===== src/ident_feat_pkg.sv =====
package ident_feat_pkg;

  // ==========================================================================
  // Register byte offsets
  localparam logic [7:0] CAP_OFS      = 8'h00;
  localparam logic [7:0] ENA_OFS      = 8'h04;
  localparam logic [7:0] SEC_OFS      = 8'h08;
  localparam logic [7:0] DMA_OFS      = 8'h0C;
  localparam logic [7:0] ERASE_OFS    = 8'h10;
  localparam logic [7:0] MPW_OFS      = 8'h14;
  localparam logic [7:0] SCMD_OFS     = 8'h18;
  localparam logic [7:0] W79_OFS      = 8'h40;
  localparam logic [7:0] W82_OFS      = 8'h44;
  localparam logic [7:0] W83_OFS      = 8'h48;
  localparam logic [7:0] W84_OFS      = 8'h4C;
  localparam logic [7:0] W85_OFS      = 8'h50;
  localparam logic [7:0] W86_OFS      = 8'h54;
  localparam logic [7:0] W87_OFS      = 8'h58;
  localparam logic [7:0] W88_OFS      = 8'h5C;
  localparam logic [7:0] W89_OFS      = 8'h60;
  localparam logic [7:0] W92_OFS      = 8'h64;
  localparam logic [7:0] W128_OFS     = 8'h68;

  // ==========================================================================
  // Capability register fields
  localparam int CAP_SEC_BIT      = 0;
  localparam int CAP_WC_BIT       = 1;
  localparam int CAP_LA_BIT       = 2;
  localparam int CAP_APM_BIT      = 3;
  localparam int CAP_ENH_BIT      = 4;
  localparam int CAP_UDMA_BIT     = 5;
  localparam int CAP_UMAX_LSB     = 8;
  localparam int CAP_SATA_LSB     = 16;

  // Enable register fields
  localparam int ENA_WC_BIT       = 0;
  localparam int ENA_LA_BIT       = 1;
  localparam int ENA_APM_BIT      = 2;
  localparam int ENA_SATA_LSB     = 8;

  // Security state register fields
  localparam int SEC_EN_BIT       = 0;
  localparam int SEC_MAX_BIT      = 1;
  localparam int SEC_LOCK_BIT     = 2;
  localparam int SEC_FRZ_BIT      = 3;

  // DMA select register fields
  localparam int DMA_MODE_LSB     = 0;
  localparam int DMA_ULTRA_BIT    = 4;
  localparam int DMA_USEL_LSB     = 8;

  // Security command register fields
  localparam int SCMD_FAIL_BIT    = 0;
  localparam int SCMD_UNLOCK_BIT  = 1;
  localparam int SCMD_ERASE_BIT   = 2;
  localparam int SCMD_CNT_LSB     = 4;

  // ==========================================================================
  // Reset values and fixed words
  localparam logic [31:0] CAP_RST    = 32'h0000_0000;
  localparam logic [31:0] ENA_RST    = 32'h0000_0000;
  localparam logic [3:0]  SEC_RST    = 4'h0;
  localparam logic [15:0] ERASE_RST  = 16'h0000;
  localparam logic [15:0] MPW_RST    = 16'hFFFE;
  localparam logic [15:0] VALID_WORD = 16'h4000;
  localparam logic [2:0]  UDMA_TOP   = 3'h6;
  localparam logic [1:0]  MDMA_TOP   = 2'h2;
  localparam logic [3:0]  UNLOCK_TRIES = 4'h5;

endpackage : ident_feat_pkg


===== src/ident_feat_words.sv =====
// The APB interface to the registers and the placing of the registers are this design's own decisions.
`timescale 1ns/1ps
// How it works
// RULE1 - SATA enabled word: bit0 clear, enables only
// RULE2 - Supported words two, three carry 01 mark
// RULE3 - Host ignores all-zero or all-ones supported words
// RULE4 - Reserved bits of supported words read zero
// RULE5 - Unsupported feature bits of first word zero
// RULE6 - Power, buffer, NOP bits always one
// RULE7 - Security, cache, look-ahead, APM from capability
// RULE8 - Microcode, queued, CFA, media status zero
// RULE9 - Enabled words reserved, third carries 01 mark
// RULE10 - Enabled security, cache, look-ahead reported live
// RULE11 - Enabled first word fixed bits mirror supported
// RULE12 - APM enabled bit three, others zero
// RULE13 - One DMA mode selected, kinds exclusive
// RULE14 - Ultra select bits 8 to 14
// RULE15 - Ultra support bits cumulative below top
// RULE16 - No Ultra DMA gives zero word
// RULE17 - Erase time word is half minutes
// RULE18 - Master revision code reported, else zero
// RULE19 - Level bit only when enabled at maximum
// RULE20 - Expired count aborts unlock, erase until reset
// RULE21 - Security status bits follow state
// RULE22 - Variable bits from live state at read
module ident_feat_words #(
  parameter int          ADDR_W = 8,
  parameter logic [3:0]  TRIES  = ident_feat_pkg::UNLOCK_TRIES
) (
  input  wire logic              sys_clk_in,
  input  wire logic              srst_in,
  input  wire logic              psel_in,
  input  wire logic              penable_in,
  input  wire logic              pwrite_in,
  input  wire logic [ADDR_W-1:0] paddr_in,
  input  wire logic [31:0]       pwdata_in,
  input  wire logic [3:0]        pstrb_in,
  output logic [31:0]            prdata_out,
  output logic                   pready_out,
  output logic                   pslverr_out,
  output logic [6:0]             udma_sel_out,
  output logic [2:0]             mdma_sel_out,
  output logic                   sec_expired_out,
  output logic                   sec_cmd_abort_out
);

  // ==========================================================================
  // Helpers
  function automatic logic [6:0] cum_mask(input logic [2:0] top);
    logic [6:0] m;
    m = 7'h00;
    for (int i = 0; i < 7; i++) begin
      if (3'(i) <= top) begin
        m[i] = 1'b1;
      end
    end
    return m;
  endfunction : cum_mask

  function automatic logic [31:0] merge(input logic [31:0] old, input logic [31:0] val,
                                        input logic [3:0] strb);
    logic [31:0] r;
    r = old;
    for (int b = 0; b < 4; b++) begin
      if (strb[b]) begin
        r[b*8 +: 8] = val[b*8 +: 8];
      end
    end
    return r;
  endfunction : merge

  // Selections beyond the live capability are hidden from udma_sel_out, not forgotten
  function automatic logic [6:0] gated_udma(input logic [6:0] sel, input logic [2:0] top,
                                            input logic sup);
    return sel & cum_mask(top) & {7{sup}};
  endfunction : gated_udma

  // ==========================================================================
  // Storage
  logic [31:0] cap_ff;
  logic [31:0] ena_ff;
  logic [3:0]  sec_ff;
  logic [15:0] erase_ff;
  logic [15:0] mpw_ff;
  logic [3:0]  tries_ff;
  logic        expired_ff;
  logic        abort_ff;
  logic [6:0]  udma_ff;
  logic [2:0]  mdma_ff;
  logic [31:0] rdata_ff;
  logic        ready_ff;
  logic        err_ff;

  // ==========================================================================
  // Live decode of configuration
  logic        sec_sup;
  logic        wc_sup;
  logic        la_sup;
  logic        apm_sup;
  logic        enh_sup;
  logic        udma_sup;
  logic [2:0]  udma_max;
  logic [5:0]  sata_sup;
  logic        sec_en;
  logic [15:0] w79;
  logic [15:0] w82;
  logic [15:0] w83;
  logic [15:0] w84;
  logic [15:0] w85;
  logic [15:0] w86;
  logic [15:0] w87;
  logic [15:0] w88;
  logic [15:0] w89;
  logic [15:0] w92;
  logic [15:0] w128;
  logic [16:0] erase_sum;

  always_comb begin
    sec_sup  = cap_ff[ident_feat_pkg::CAP_SEC_BIT];
    wc_sup   = cap_ff[ident_feat_pkg::CAP_WC_BIT];
    la_sup   = cap_ff[ident_feat_pkg::CAP_LA_BIT];
    apm_sup  = cap_ff[ident_feat_pkg::CAP_APM_BIT];
    enh_sup  = cap_ff[ident_feat_pkg::CAP_ENH_BIT];
    udma_sup = cap_ff[ident_feat_pkg::CAP_UDMA_BIT];
    udma_max = cap_ff[ident_feat_pkg::CAP_UMAX_LSB +: 3];
    // Modes above the top mode are clamped rather than rejected
    if (udma_max > ident_feat_pkg::UDMA_TOP) begin
      udma_max = ident_feat_pkg::UDMA_TOP;
    end
    sata_sup = cap_ff[ident_feat_pkg::CAP_SATA_LSB +: 6];
    sec_en   = sec_sup & sec_ff[ident_feat_pkg::SEC_EN_BIT];
  end

  // ==========================================================================
  // Identify words, rebuilt every cycle from current state
  always_comb begin
    // An enable without the matching support never shows
    w79 = {9'h000, ena_ff[ident_feat_pkg::ENA_SATA_LSB +: 6] & sata_sup, 1'b0}; // RULE1 RULE22
    w82 = {1'b0, 3'b111, 1'b0, 4'b0000, la_sup, wc_sup, 1'b0, 1'b1,  // RULE5 RULE6 RULE7
           1'b0, sec_sup, 1'b0};                                    // RULE5 RULE7
    w83 = {2'b01, 10'h000, apm_sup, 3'b000};                         // RULE2 RULE4 RULE7 RULE8
    // Never all zeros nor all ones, so the host decodes the bits
    w84 = ident_feat_pkg::VALID_WORD;                                // RULE2 RULE3 RULE4
    w85 = {1'b0, 3'b111, 1'b0, 4'b0000,                              // RULE11
           la_sup & ena_ff[ident_feat_pkg::ENA_LA_BIT],              // RULE10
           wc_sup & ena_ff[ident_feat_pkg::ENA_WC_BIT],              // RULE10
           1'b0, 1'b1, 1'b0, sec_en, 1'b0};                          // RULE10 RULE11
    w86 = {12'h000, apm_sup & ena_ff[ident_feat_pkg::ENA_APM_BIT], 3'b000}; // RULE9 RULE12
    w87 = ident_feat_pkg::VALID_WORD;                                // RULE9
    if (udma_sup) begin
      w88 = {1'b0, udma_ff, 1'b0, cum_mask(udma_max)};               // RULE14 RULE15
    end else begin
      w88 = 16'h0000;                                                // RULE16
    end
    // Rounded up so the reported time never undercuts the real one
    erase_sum = {1'b0, erase_ff} + 17'h0_0001;
    w89 = sec_sup ? erase_sum[16:1] : 16'h0000;                      // RULE17
    w92 = sec_sup ? mpw_ff : 16'h0000;                               // RULE18
    if (sec_sup) begin
      w128 = {7'h00, sec_en & sec_ff[ident_feat_pkg::SEC_MAX_BIT],   // RULE19
              2'b00, enh_sup, expired_ff,                            // RULE20 RULE21
              sec_ff[ident_feat_pkg::SEC_FRZ_BIT],                   // RULE21
              sec_ff[ident_feat_pkg::SEC_LOCK_BIT], sec_en, 1'b1};   // RULE21
    end else begin
      w128 = 16'h0000;
    end
  end

  // ==========================================================================
  // APB decode
  logic [7:0]  addr;
  logic        setup_ph;
  logic        wr_done;
  logic        hit;
  logic        wr_ok;
  logic [31:0] rd_val;

  assign addr     = 8'(paddr_in);
  assign setup_ph = psel_in & ~penable_in;
  assign wr_done  = psel_in & penable_in & ready_ff & pwrite_in & ~err_ff;

  always_comb begin
    hit    = 1'b1;
    wr_ok  = 1'b0;
    rd_val = 32'h0000_0000;
    case (addr)
      ident_feat_pkg::CAP_OFS: begin
        rd_val = cap_ff;
        wr_ok  = 1'b1;
      end
      ident_feat_pkg::ENA_OFS: begin
        rd_val = ena_ff;
        wr_ok  = 1'b1;
      end
      ident_feat_pkg::SEC_OFS: begin
        rd_val = {28'h000_0000, sec_ff};
        wr_ok  = 1'b1;
      end
      ident_feat_pkg::DMA_OFS: begin
        rd_val = {17'h0_0000, udma_ff, 5'h00, mdma_ff};
        wr_ok  = 1'b1;
      end
      ident_feat_pkg::ERASE_OFS: begin
        rd_val = {16'h0000, erase_ff};
        wr_ok  = 1'b1;
      end
      ident_feat_pkg::MPW_OFS: begin
        rd_val = {16'h0000, mpw_ff};
        wr_ok  = 1'b1;
      end
      ident_feat_pkg::SCMD_OFS: begin
        rd_val = {24'h00_0000, tries_ff, 1'b0, expired_ff, 1'b0, abort_ff};
        wr_ok  = 1'b1;
      end
      ident_feat_pkg::W79_OFS:  rd_val = {16'h0000, w79};
      ident_feat_pkg::W82_OFS:  rd_val = {16'h0000, w82};
      ident_feat_pkg::W83_OFS:  rd_val = {16'h0000, w83};
      ident_feat_pkg::W84_OFS:  rd_val = {16'h0000, w84};
      ident_feat_pkg::W85_OFS:  rd_val = {16'h0000, w85};
      ident_feat_pkg::W86_OFS:  rd_val = {16'h0000, w86};
      ident_feat_pkg::W87_OFS:  rd_val = {16'h0000, w87};
      ident_feat_pkg::W88_OFS:  rd_val = {16'h0000, w88};
      ident_feat_pkg::W89_OFS:  rd_val = {16'h0000, w89};
      ident_feat_pkg::W92_OFS:  rd_val = {16'h0000, w92};
      ident_feat_pkg::W128_OFS: rd_val = {16'h0000, w128};
      default:                  hit    = 1'b0;
    endcase
  end

  // ==========================================================================
  // Bus answer: data is taken in the setup cycle, so every access has
  // exactly one access cycle and a read sees the state of that moment
  always_ff @(posedge sys_clk_in) begin
    if (srst_in) begin
      ready_ff <= 1'b0;
      err_ff   <= 1'b0;
      rdata_ff <= 32'h0000_0000;
    end else if (setup_ph) begin
      ready_ff <= 1'b1;
      err_ff   <= ~hit | (pwrite_in & ~wr_ok);
      rdata_ff <= pwrite_in ? 32'h0000_0000 : rd_val;                // RULE22
    end else begin
      ready_ff <= 1'b0;
      err_ff   <= 1'b0;
    end
  end

  // ==========================================================================
  // Configuration registers
  always_ff @(posedge sys_clk_in) begin
    if (srst_in) begin
      cap_ff   <= ident_feat_pkg::CAP_RST;
      ena_ff   <= ident_feat_pkg::ENA_RST;
      sec_ff   <= ident_feat_pkg::SEC_RST;
      erase_ff <= ident_feat_pkg::ERASE_RST;
      mpw_ff   <= ident_feat_pkg::MPW_RST;
    end else if (wr_done) begin
      case (addr)
        ident_feat_pkg::CAP_OFS:   cap_ff   <= merge(cap_ff, pwdata_in, pstrb_in);
        ident_feat_pkg::ENA_OFS:   ena_ff   <= merge(ena_ff, pwdata_in, pstrb_in);
        ident_feat_pkg::SEC_OFS: begin
          if (pstrb_in[0]) begin
            sec_ff <= pwdata_in[3:0];
          end
        end
        ident_feat_pkg::ERASE_OFS: begin
          erase_ff <= 16'(merge({16'h0000, erase_ff}, pwdata_in, pstrb_in));
        end
        ident_feat_pkg::MPW_OFS: begin
          mpw_ff <= 16'(merge({16'h0000, mpw_ff}, pwdata_in, pstrb_in)); // RULE18
        end
        default: begin
        end
      endcase
    end
  end

  // ==========================================================================
  // DMA mode selection
  logic [2:0] dma_mode;
  logic       dma_ultra;
  logic       dma_wr;

  assign dma_mode  = pwdata_in[ident_feat_pkg::DMA_MODE_LSB +: 3];
  assign dma_ultra = pwdata_in[ident_feat_pkg::DMA_ULTRA_BIT];
  assign dma_wr    = wr_done & (addr == ident_feat_pkg::DMA_OFS) & pstrb_in[0];

  // A request for a mode the drive lacks leaves the selection unchanged
  always_ff @(posedge sys_clk_in) begin
    if (srst_in) begin
      udma_ff <= 7'h00;
      mdma_ff <= 3'h0;
    end else if (dma_wr) begin
      if (dma_ultra) begin
        if (udma_sup && dma_mode <= udma_max) begin
          udma_ff <= 7'h01 << dma_mode;                              // RULE13 RULE14
          mdma_ff <= 3'h0;                                           // RULE13
        end
      end else if (dma_mode <= {1'b0, ident_feat_pkg::MDMA_TOP}) begin
        mdma_ff <= 3'(3'h1 << dma_mode);                             // RULE13
        udma_ff <= 7'h00;                                            // RULE13
      end
    end
  end

  // ==========================================================================
  // Unlock attempt counter; only reset brings it back
  logic scmd_wr;
  logic fail_ev;
  logic guarded;

  assign scmd_wr = wr_done & (addr == ident_feat_pkg::SCMD_OFS) & pstrb_in[0];
  assign fail_ev = scmd_wr & pwdata_in[ident_feat_pkg::SCMD_FAIL_BIT];
  assign guarded = scmd_wr & (pwdata_in[ident_feat_pkg::SCMD_UNLOCK_BIT] |
                              pwdata_in[ident_feat_pkg::SCMD_ERASE_BIT]);

  always_ff @(posedge sys_clk_in) begin
    if (srst_in) begin
      tries_ff   <= TRIES;
      expired_ff <= 1'b0;
    end else if (fail_ev && !expired_ff) begin
      if (tries_ff <= 4'h1) begin
        tries_ff   <= 4'h0;
        expired_ff <= 1'b1;                                          // RULE20
      end else begin
        tries_ff <= tries_ff - 4'h1;
      end
    end
  end

  // Verdict on the latest unlock or erase request
  always_ff @(posedge sys_clk_in) begin
    if (srst_in) begin
      abort_ff <= 1'b0;
    end else if (guarded) begin
      abort_ff <= expired_ff | ~sec_sup;                             // RULE20
    end
  end

  // ==========================================================================
  // Output registers
  // A capability change that drops the selected ultra mode drops it here too,
  // one cycle later; the lag buys selection outputs that come from flops
  logic [6:0] udma_q_ff;
  logic [2:0] mdma_q_ff;

  always_ff @(posedge sys_clk_in) begin
    if (srst_in) begin
      udma_q_ff <= 7'h00;
    end else begin
      udma_q_ff <= gated_udma(udma_ff, udma_max, udma_sup);          // RULE13 RULE15
    end
  end

  always_ff @(posedge sys_clk_in) begin
    if (srst_in) begin
      mdma_q_ff <= 3'h0;
    end else begin
      mdma_q_ff <= mdma_ff;                                          // RULE13
    end
  end

  // ==========================================================================
  // Outputs
  // Every output is a flop; ready and error stand for the access cycle only, read data holds until the next access
  assign prdata_out        = rdata_ff;
  assign pready_out        = ready_ff;
  assign pslverr_out       = err_ff;
  assign udma_sel_out      = udma_q_ff;
  assign mdma_sel_out      = mdma_q_ff;
  assign sec_expired_out   = expired_ff;                             // RULE20
  assign sec_cmd_abort_out = abort_ff;                               // RULE20

endmodule : ident_feat_words


===== config.mk =====
export PLATFORM = sky130hd
export DESIGN_NAME = ident_feat_words
export DESIGN_NICKNAME = d
export VERILOG_FILES = /design/src/ident_feat_pkg.sv /design/src/ident_feat_words.sv
export SDC_FILE = /design/constraint.sdc
export NUM_CORES = 1
export LEC_CHECK = 0
export BUFFER_PORTS_ARGS = -buffer_cell sky130_fd_sc_hd__buf_2
export CORE_AREA = 4 4 122 124
export CTS_CLUSTER_SIZE = 10
export DETAILED_ROUTE_END_ITERATION = 10
export DIE_AREA = 0 0 126 128
export PLACE_DENSITY = 0.78
export SETUP_SLACK_MARGIN = 0.02
export SLEW_MARGIN = 20
export SYNTH_ARGS = -nofsm -noshare
export SYNTH_HDL_FRONTEND = slang
export SYNTH_SLANG_ARGS = --single-unit

===== constraint.sdc =====
create_clock -name sys_clk_in -period 2.87 [get_ports sys_clk_in]
set_clock_uncertainty 0.05 [all_clocks]
set_input_delay 0.287 -clock sys_clk_in [delete_from_list [all_inputs] [get_ports sys_clk_in]]
set_output_delay 0.287 -clock sys_clk_in [all_outputs]
set_load 0.05 [all_outputs]

# Word level (Yosys, flattened, before mapping)
# Cells that the tools add are included.
totals:
  inputBits: 49
  out_inout_bits: 46
  register_bits: 160
  wordCells: 140
op_classes:
  n_lt_le_gt_ge: 11
  reduce_logical: 24
  shift: 2
  n_addsub: 2
  eq_ne: 18
  muxes: 31
  n_bitwise: 29
op_table:
  columns: ["op", "count"]
  rows:
  - ["32-bit case mux with 17 select lines", 1]
  - ["8-bit by 7-bit equality test with 1-bit output, second input constant", 11]
  - ["3-bit AND reduction", 14]
  - ["16-bit two-way mux", 2]
  - ["32-bit two-way mux", 1]
  - ["8-bit by 5-bit equality test with 1-bit output, second input constant", 3]
  - ["7-bit two-way mux", 3]
  - ["18-bit OR reduction", 1]
  - ["16-bit by 1-bit adder with 17-bit output, second input constant", 1]
  - ["1-bit bitwise AND", 17]
  - ["1-bit two-way mux", 17]
  - ["8-bit by 4-bit equality test with 1-bit output, second input constant", 2]
  - ["15-bit two-way mux", 1]
  - ["7-bit bitwise AND", 2]
  - ["3-bit two-way mux", 4]
  - ["3-bit less-or-equal comparator, first input constant", 3]
  - ["9-bit two-way mux", 1]
  - ["8-bit by 3-bit equality test with 1-bit output, second input constant", 1]
  - ["8-bit logical NOT", 1]
  - ["7-bit OR reduction", 1]
  - ["1-bit by 3-bit left shift with 7-bit output, first input constant", 1]
  - ["6-bit bitwise AND", 1]
  - ["1-bit by 3-bit less-or-equal comparator with 1-bit output, first input constant", 2]
  - ["2-bit by 3-bit less-or-equal comparator with 1-bit output, first input constant", 2]
  - ["other kinds (15)", 24]

# Longest topological paths before layout
# Gate-level depths: netlist (run 1).
depth:
  ltp_word: 9
  mapped_depth: 10
  ltp_nobuf: 8

# Least setup slack after synthesis (run 1)
# Ideal clock, no wire load.
synth_timing:
  path_kind: "register -> register"
  start: "register cap_ff[9]"
  end: "register mdma_ff[0]"
  n_path_buf: 2
  t_arrival_ps: 2016
  path_stages_with_launch: 10
  t_required_ps: 2699
  period_less_slack_ps: 2187
  setup_time_ps: 121
  path_slack_ps: 683
  cell_sequence: "dfxtp_1 -> clkbuf_1 -> inv_1 -> ha_1 -> nor2b_1 -> o21a_1 -> o211ai_1 -> and3_1 -> buf_2 -> mux2_2"
synth_between:
  elab_chain_cells: 6
synth_rtl:
  columns: ["item", "line", "source"]
  rows:
  - ["start: declaration", "ident_feat_words.sv:80", "logic [31:0] cap_ff;"]
  - ["start signal: assignment", "ident_feat_words.sv:252", "cap_ff <= ident_feat_pkg::CAP_RST;"]
  - ["start signal: assignment", "ident_feat_words.sv:259", "ident_feat_pkg::CAP_OFS: cap_ff <= merge(cap_ff, pwdata_in, pstrb_in);"]
  - ["3-bit greater-than comparator", "ident_feat_words.sv:127", "if (udma_max > ident_feat_pkg::UDMA_TOP) begin"]
  - ["3-bit two-way mux *", "ident_feat_words.sv:127", null]
  - ["3-bit less-or-equal comparator *", "ident_feat_words.sv:295", "if (udma_sup && dma_mode <= udma_max) begin"]
  - ["1-bit logical AND *", "ident_feat_words.sv:295", null]
  - ["2-bit by 1-bit != test with 1-bit output (no source line) *", null, null]
  - ["3-bit AND reduction (no source line) *", null, null]
  - ["end signal: assignment", "ident_feat_words.sv:300", "mdma_ff <= 3'(3'h1 << dma_mode);"]
  - ["end: declaration", "ident_feat_words.sv:89", "logic [2:0] mdma_ff;"]
# Mark *: on every way between the ends. The rest lies on a longest branch, timed or not.
# A chain may end at the register's enable or synchronous reset.

# Worst setup path in the final report (run 1)
layout_timing:
  start: "register cap_ff[10]"
  end: "register mdma_ff[2]"
# Same word-level chain as after synthesis.

==> results of run 1 <==
[power by group through the flow]
stage / clock network (uW) / logic (uW) / registers (uW)
6_report: 2520 / 250 / 2220
5_1_grt: 2630 / 262 / 2220
4_1_cts: 2540 / 242 / 2220
3_5_place_dp: 0 / 240 / 2270
3_3_place_gp: 0 / 241 / 2270
2_1_floorplan: 0 / 133 / 2280
[path summary, 6_finish.rpt]
check	end	slack, ps
min	ena_ff[25]$_SDFFE_PP0P_	60
max	mdma_ff[2]$_SDFFE_PP0P_	470
min reg2reg	prdata_out[13]$_SDFFE_PP0P_	400
max reg2reg	mdma_ff[2]$_SDFFE_PP0P_	470
[placed cells by master, fill, tap and decap left out, types with 9 or more instances in the layout]
cell type	instances
a22o_1	23
a21oi_1	75
mux2i_1	51
nor2b_1	9
o211ai_1	10
nand3_1	36
dfxtp_1	160
clkbuf_16	17
buf_4	37
nand2_1	108
inv_1	14
nor3_1	14
buf_2	93
nor2_1	86
o21ai_0	73
a22oi_1	24
and3_1	13
[metal layers]
layer / vias up / global-route usage, % / share of wire, %
met5: - / 0 / 0
met2: 475 / 47.3 / 43
li1: 3547 / - / -
met4: 0 / 12.6 / 3.6
met3: 79 / 5.88 / 11
met1: 3603 / 44.8 / 43
[worst min-delay path: stages]
cell and delay (ps):
buf_2 90, mux2i_1 60, nor2_1 70
[sequential cells by signal, summed over array words and instances (netlist names)]
signal,count
sec_ff,4
tries_ff,4
sec_expired_out,1
sec_cmd_abort_out,1
pready_out,1
pslverr_out,1
mdma_sel_out,3
erase_ff,16
prdata_out,32
cap_ff,32
udma_ff,7
ena_ff,32
mdma_ff,3
mpw_ff,16
udma_sel_out,7
[cell families (layout without fill, tap and decap cells)]
family / count (synthesis) / count (layout) / share of synthesized area, %
XOR/XNOR: 8 / 8 / 0.892
AND/OR/NAND/NOR: 330 / 330 / 21.5
flip-flops: 160 / 160 / 40.8
AO/OA/AOI/OAI: 281 / 281 / 23.6
adder cells (fa/ha/maj): 6 / 6 / 0.956
buffers and inverters: 82 / 177 / 4.98
multiplexers: 56 / 56 / 7.21
[metrics by stage]
step,total power [uW],hold slack (ps),instances,worst slack (ps)
after floorplan,2410,355,923,683
after global placement,2510,384,1166,405
after detailed placement,2510,390,1166,349
after CTS,5000,50.4,1198,533
after global routing,5110,62.1,1198,365
final,4990,57.4,1198,471
[cell type report]
class / count / area, sq um / share of cell area (%)
Clock buffer: 18 / 439 / 4.80
Multi-Input combinational cell: 681 / 4270 / 46.6
Timing Repair Buffer: 130 / 743 / 8.12
Sequential cell: 160 / 3200 / 35.0
Inverter: 15 / 56.3 / 0.615
Clock inverter: 14 / 215 / 2.35
Tap cell: 180 / 225 / 2.46
==> flow_summary.toml, run 1 <==
[run_status]
run_status = "complete, no violations"

[synth]
yosysMostFrequentCell = "dfxtp_1"
postSynthNetCount = 978
yosysWarnings = 0
yosysTopAreaCellShare_pct = 40.8
syn_avg_cell_area_sq_um = 8.51
synth-seq-area-share_pct = 40.8
netlist_area_sq_mm = 0.00786
synth_flop_cell = "dfxtp_1"
ys_types = 79
synthArstFlopShare_pct = 0
yosysTopAreaCell = "dfxtp_1"
synth_area_leaders = "dfxtp_1 (41%), mux2i_1 (6.5%), nand2_1 (5.2%), a21oi_1 (4.8%), o21ai_0 (4.7%)"
synth_edf_count = 0
synth_common_cells = "dfxtp_1 (160), nand2_1 (108), nor2_1 (86)"
synth_cells = 923
ys_ff_latch = 160

[sta]
rsz0062_at_grt = "no"
finalHoldViolCount = 0
slew_headroom_pct = 36.6
maxSlewViolCount = 0
period_share_pct = 83.6
min_period_ps = 2400
setup_tns_ps = 0
setup_viol = 0
tightest_slew_ps = 951
fmax_mhz = 417

[route]
vias_per_cell = 6.43
vias = 7704
ant_nets = 0
post_drt_wl_per_cell_um = 21.7
drt_wl_total_mm = 26.0
drtIter0Drc = 1119
drc = 0
dr.pass1.iters = 5

[final_layout]
antenna_cells = 0
num-fill-cells = 1189
final_cell_area_sq_mm = 0.00915
fin_util_pct = 66.4
drive_gt1_share_pct = 19.3
nNetsFinal = 1060
area_growth_pct = 16.5

[critical_path]
criticalPathCategory = "flop to flop"
crit_family = "flip-flops"
slowest_delay_ps = 530
reg2reg_from = "cap_ff[10]$_SDFFE_PP0P_"
reg2regPathDepth = 6
cp-end-kind = "flop"
cp-startpoint = "cap_ff[10]$_SDFFE_PP0P_"
crit_buf_inv = 1
cp.arrival_ps = 2660
required_ps = 3130
crit_chain = "inv_1 > ha_1 > o21a_1 > o211ai_1 > and3_1 > mux2_2"
start_kind = "flop"
crit_path_max_fanout = 8
crit_cells = 6
crit_slowest_cell = "dfxtp_1"

[clock_network]
htree_num_levels = 4
cts.clk_slew.worst_paths_ps = 70
cts_hold_buf = 0
cts_resized = 0
cts_tree = "built"
postCtsSetupRepairBufs = 0
cts_inserted_buffers = 17
numClockSinks = 160
cts.path.max_buffers = 2
clockRootBuffer = "clkbuf_16"
clk_latency_ps = 430

[grt]
grt_pass1_wl_mm = 40.0
antenna_found_initial = 0
grt-ovfl-total = 0
grt_use_total_pct = 31.5
grt_max_degree = 90
grt_pass1_vias = 7082

[power]
p_per_area_mw_per_mm2 = 546
switching_share_pct = 23.8
seq_power_share_pct = 44.5
p_switching_uw = 1190
leakage_uw = 0.00332
clockPowerShare_pct = 50.5
pwr-share-comb_pct = 5.0
p_int_uw = 3810
irDropWorstVdd_uv = 479

[worst_hold_path]
hp-start = "pwdata_in[25]"
hp-class = "primary input to flop"
hold_path_depth = 3

[die]
die_y_um = 128
initial_utilization_pct = 57.0
core_sq_mm = 0.0138
io_pins = 95
dieArea_sq_mm = 0.0161
placementRows = 43
die_w_um = 126

[place]
io_buffers = 94
dp_hpwl_mm = 18.2
place_area_sq_mm = 0.00850
gp_congestion = 1.02

[flow_run]
max_cap_viol_count = 0
No activity file was read; power rests on OpenSTA's default activity.
==> inputs of run 2 (changes only) <==
Settings changed: CORE_AREA 4 4 122 124 to 4 4 127 129, DIE_AREA 0 0 126 128 to 0 0 131 133, PLACE_DENSITY 0.78 to 0.76.
Clock period 2.87 ns to 2.18 ns, I/O delays scaled along.
==> flow_summary.toml, run 2 (same netlist as run 1, synthesis figures left out) <==
[clock_network]
cts_tree = "built"
htree_num_levels = 4
cts.clk_slew.worst_paths_ps = 60
clk_latency_ps = 430
numClockSinks = 160
cts.path.max_buffers = 2
cts_inserted_buffers = 17
clockRootBuffer = "clkbuf_16"

[sta]
slew_headroom_pct = 59.9
rsz0062_at_grt = "no"
min_period_ps = 2030
fmax_mhz = 492
setup_tns_ps = 0
tightest_slew_ps = 600
period_share_pct = 93.3
setup_viol = 0
maxSlewViolCount = 0
finalHoldViolCount = 0

[die]
dieArea_sq_mm = 0.0174
core_sq_mm = 0.0150
placementRows = 45
initial_utilization_pct = 52.3
die_w_um = 131
die_y_um = 133
io_pins = 95

[final_layout]
layout_commonest_cell = "dfxtp_1"
fin_util_pct = 63.8
drive_gt1_share_pct = 21.3
area_growth_pct = 22.0
final_cell_mix = "dfxtp_1 (159), nand2_1 (108), buf_2 (93)"
nNetsFinal = 1103
antenna_cells = 0

[grt]
grt-ovfl-total = 0
grt_use_total_pct = 30.5
grt_pass1_wl_mm = 40.8
grt_pass1_vias = 7024
grt_max_degree = 90
antenna_found_initial = 0

[route]
vias = 7867
wl_met1_mm = 11.5
top_layer = "met4"
wl_met2_mm = 11.7
drtIter0Drc = 902
vias_per_cell = 6.30
drt_wl_total_mm = 26.8
post_drt_wl_per_cell_um = 21.4
drc = 0
routed-wl-met3_mm = 2.69
ant_nets = 0
dr.pass1.iters = 8

[worst_hold_path]
hp-start = "pwdata_in[14]"
hold_path_depth = 3
hp-class = "primary input to flop"
min_to = "mpw_ff[14]$_SDFFE_PP1P_"

[run_status]
run_status = "complete, no violations"

[critical_path]
cp-end-kind = "flop"
slowest_delay_ps = 350
crit_buf_inv = 1
crit_chain = "inv_1 > ha_1 > nor2b_1 > o21a_1 > o211ai_1 > and3_2 > mux2_2"
cp.arrival_ps = 2300
r2r-end = "mdma_ff[0]$_SDFFE_PP0P_"
reg2regPathDepth = 7
reg2reg_from = "cap_ff[9]$_SDFFE_PP0P_"
criticalPathCategory = "flop to flop"
regToRegSetupSlack_ps = 150
crit_slowest_cell = "dfxtp_1"
required_ps = 2450
crit_path_max_fanout = 4
start_kind = "flop"
crit_family = "simple AND/OR/NAND/NOR gates"

[power]
leakage_uw = 0.00354
irDropWorstVdd_uv = 683
p_per_area_mw_per_mm2 = 679

[place]
dp_hpwl_mm = 19.4
io_buffers = 94
gp_congestion = 1.00

[flow_run]
max_cap_viol_count = 0
[run 2: cell count changes in the layout (fill, tap and decap cells not counted)]
cell / before / now
buf_4: 37 / 60
dlygate4sd3_1: 0 / 13
buf_12: 0 / 7
clkbuf_1: 0 / 3
inv_6: 6 / 3
inv_8: 3 / 0
clkinv_4: 1 / 3
a221oi_1: 3 / 2
a221oi_2: 0 / 1
and3_1: 13 / 12
and3_2: 0 / 1
clkinv_2: 0 / 1
dfxtp_1: 160 / 159
dfxtp_2: 0 / 1
[run 2: cell type report]
class / instances / area (sq um)
inverters: 15 / 56.3
fillers: 1269 / 5450
clock buffers: 21 / 450
flip-flops and latches: 160 / 3200
multi-input cells: 681 / 4280
well taps: 188 / 235
repair buffers: 173 / 1190
clock inverters: 11 / 178
[run 2: worst register-to-register path: cells and delay by family, from the launching register on]
family                   cells  cell delay, ps
AND/OR/NAND/NOR              2             420
AO/OA/AOI/OAI                2             400
flip-flops                   1             350
multiplexers                 1             350
adder cells (fa/ha/maj)      1             280
buffers and inverters        1              60
[run 2: what timing repair did]
item | CTS | global route
hold endpoints to repair | 18 | 0
setup buffers | 0 | 0
hold buffers | 13 | 0
gates resized for setup | 0 | 3
setup endpoints to repair | 0 | 8
[run 2: how the worst max path moves through the flow]
stage,startpoint,endpoint,slack [ps],depth (start not counted)
detailed placement,cap_ff[8]$_SDFFE_PP0P_,mdma_ff[0]$_SDFFE_PP0P_,80,7
CTS,cap_ff[8]$_SDFFE_PP0P_,mdma_ff[0]$_SDFFE_PP0P_,70,7
global placement,paddr_in[4],prdata_out[9]$_SDFFE_PP0P_,110,8
floorplan,pready_out$_SDFF_PP0_,tries_ff[2]$_SDFFE_PP1P_,50,5
finish,cap_ff[9]$_SDFFE_PP0P_,mdma_ff[0]$_SDFFE_PP0P_,150,7
global route,cap_ff[9]$_SDFFE_PP0P_,mdma_ff[0]$_SDFFE_PP0P_,50,7
[run 2: power by group]
group	internal, uW	switching [uW]	leakage [uW]
Clock	1960	1260	0.000307
Combinational	119	247	0.00194
Sequential	2920	0.637	0.00129
Total	5010	1510	0.00354
[run 2: stage by stage]
step / setup slack (ps) / hold slack, ps / cells / total power, uW / area [sq um]
floorplan: 50.0 / 286 / 923 / 3170 / 7860
global placement: 107 / 384 / 1204 / 3330 / 8820
detailed placement: 81.9 / 387 / 1204 / 3330 / 8820
CTS: 65.2 / 0.367 / 1249 / 6520 / 9580
global route: 49.5 / 9.98 / 1249 / 6670 / 9590
finish: 146 / 0.285 / 1249 / 6510 / 9590
[run 2: per-layer routing]
metal / vias up / global-route usage [%]
met4: 0 / 9.37
met3: 78 / 5.69
li1: 3627 / -
met5: - / 0
met1: 3683 / 44.9
met2: 479 / 44.9
==> inputs of run 3 (changes only) <==
Settings changed: ABC_AREA set to 1, CORE_AREA 4 4 127 129 to 4 4 126 128, DIE_AREA 0 0 131 133 to 0 0 130 132.
==> flow_summary.toml, run 3 <==
[grt]
antenna_found_initial = 0
grt_use_total_pct = 30.7
grt-ovfl-total = 0
grt_max_degree = 49
grt_pass1_vias = 7734
grt_pass1_wl_mm = 41.1

[die]
io_pins = 95
die_y_um = 132
die_w_um = 130
dieArea_sq_mm = 0.0172
core_sq_mm = 0.0149
initial_utilization_pct = 52.1
placementRows = 45

[synth]
synth_cells = 1171
yosysWarnings = 0
synth-seq-area-share_pct = 41.3
synth_edf_count = 0
synth_area_leaders = "dfxtp_1 (41%), nand2_1 (14%), nor2_1 (10%), o21ai_0 (7.3%), a21oi_1 (5.4%)"
synth_common_cells = "nand2_1 (287), nor2_1 (210), dfxtp_1 (160)"
synthArstFlopShare_pct = 0
synth_flop_cell = "dfxtp_1"
yosysMostFrequentCell = "nand2_1"
postSynthNetCount = 1226
yosysTopAreaCell = "dfxtp_1"
netlist_area_sq_mm = 0.00775
yosysTopAreaCellShare_pct = 41.3
syn_avg_cell_area_sq_um = 6.62
ys_types = 36
ys_ff_latch = 160

[power]
p_per_area_mw_per_mm2 = 663
leakage_uw = 0.00415
fin_total_pwr_uw = 6170
irDropWorstVdd_uv = 601

[critical_path]
required_ps = 2440
slowest_delay_ps = 440
crit_family = "compound AO/OA/AOI/OAI gates"
cp-end-kind = "flop"
regToRegSetupSlack_ps = 230
crit_slowest_cell = "dfxtp_1"
criticalPathCategory = "flop to flop"
crit_path_max_fanout = 7
crit_chain = "inv_1 > ha_1 > a21oi_1 > a32oi_1 > o21ai_1 > nand2_1 > nand2_1 > a21oi_1"
crit_buf_inv = 1
start_kind = "flop"
cp.arrival_ps = 2210

[flow_run]
max_cap_viol_count = 0

[final_layout]
nNetsFinal = 1351
antenna_cells = 0
final_cell_mix = "nand2_1 (287), nor2_1 (209), dfxtp_1 (160)"
fin_util_pct = 62.6
layout_commonest_cell = "nand2_1"
area_growth_pct = 20.1
drive_gt1_share_pct = 14.8

[sta]
tightest_slew_ps = 505
fin_hold_ws_ps = 10.2
rsz0062_at_grt = "no"
fmax_mhz = 513
period_share_pct = 89.4
finalHoldViolCount = 0
slew_headroom_pct = 66.3
setup_tns_ps = 0
maxSlewViolCount = 0
setup_viol = 0
worst_slack_ps = 232
min_period_ps = 1950

[place]
dp_hpwl_mm = 19.5
place_ws_ps = 171
gp_congestion = 0.992
io_buffers = 94

[route]
ant_nets = 0
vias_per_cell = 5.59
dr.pass1.iters = 6
post_drt_wl_per_cell_um = 17.5
vias = 8370
drc = 0
drtIter0Drc = 955
drt_wl_total_mm = 26.3

[worst_hold_path]
hp-class = "primary input to flop"

[run_status]
run_status = "complete, no violations"

[clock_network]
clk_latency_ps = 430
clockRootBuffer = "clkbuf_16"
cts_inserted_buffers = 17
cts.path.max_buffers = 2
cts_resized = 0
numClockSinks = 160
cts_tree = "built"
htree_num_levels = 4
cts.clk_slew.worst_paths_ps = 70
-- run 3: what timing repair did --
item | 4_1_cts | 5_1_grt
endpoints found under the hold margin | 24 | 0
setup buffers | 0 | 0
hold buffers | 15 | 0
-- run 3: worst min-delay path, cell delays in order --
cell     delay, ps
buf_2          120
nand2_1         60
nand3_1         70
-- run 3: per-layer routing --
| metal | share of wire (%) | vias up | track usage [%] |
|---|---|---|---|
| met5 | 0 | - | 0 |
| li1 | - | 4070 | - |
| met1 | 42 | 3786 | 41.1 |
| met2 | 45 | 431 | 47.2 |
| met3 | 8.6 | 83 | 6.24 |
| met4 | 4.8 | 0 | 14.4 |
-- run 3: through the flow --
stage	area (sq um)	std cells
finish	9310	1497
global route	9310	1497
CTS	9310	1497
detailed placement	8580	1450
global placement	8580	1450
floorplan	7750	1171
-- run 3: final cells by class --
class	instances	area [sq um]
timing repair buffer	147	943
inverter	97	364
clock buffer	18	429
tap	188	235
fill	1378	5560
sequential	160	3200
multi-input combinational	873	3990
clock inverter	14	144
-- run 3: report_power, final --
part	leakage (uW)	total [uW]	internal, uW	switching [uW]
Sequential	0.00129	2920	2920	0.977
Clock	0.000274	2960	1610	1340
Combinational	0.00259	288	96.5	191
Total	0.00415	6170	4630	1540
-- run 3: cells by family (layout without fill, tap and decap cells) --
group           Yosys count  after routing  synth area share, %
compound gates          233            233                 16.2
buf+inv                 138            276                 7.27
fa+ha+maj                 6              6                0.969
flops                   160            160                 41.3
simple gates            630            630                 33.8
xor+xnor                  4              4                0.452
-- run 3: final timing paths --
path / depth (start not counted) / end / start
max: 8 / udma_ff[5]$_SDFFE_PP0P_ / cap_ff[10]$_SDFFE_PP0P_
min: 3 / mpw_ff[5]$_SDFFE_PP1P_ / pwdata_in[5]
max reg2reg: 8 / udma_ff[5]$_SDFFE_PP0P_ / cap_ff[10]$_SDFFE_PP0P_
min reg2reg: 2 / cap_ff[25]$_SDFFE_PP0P_ / cap_ff[25]$_SDFFE_PP0P_
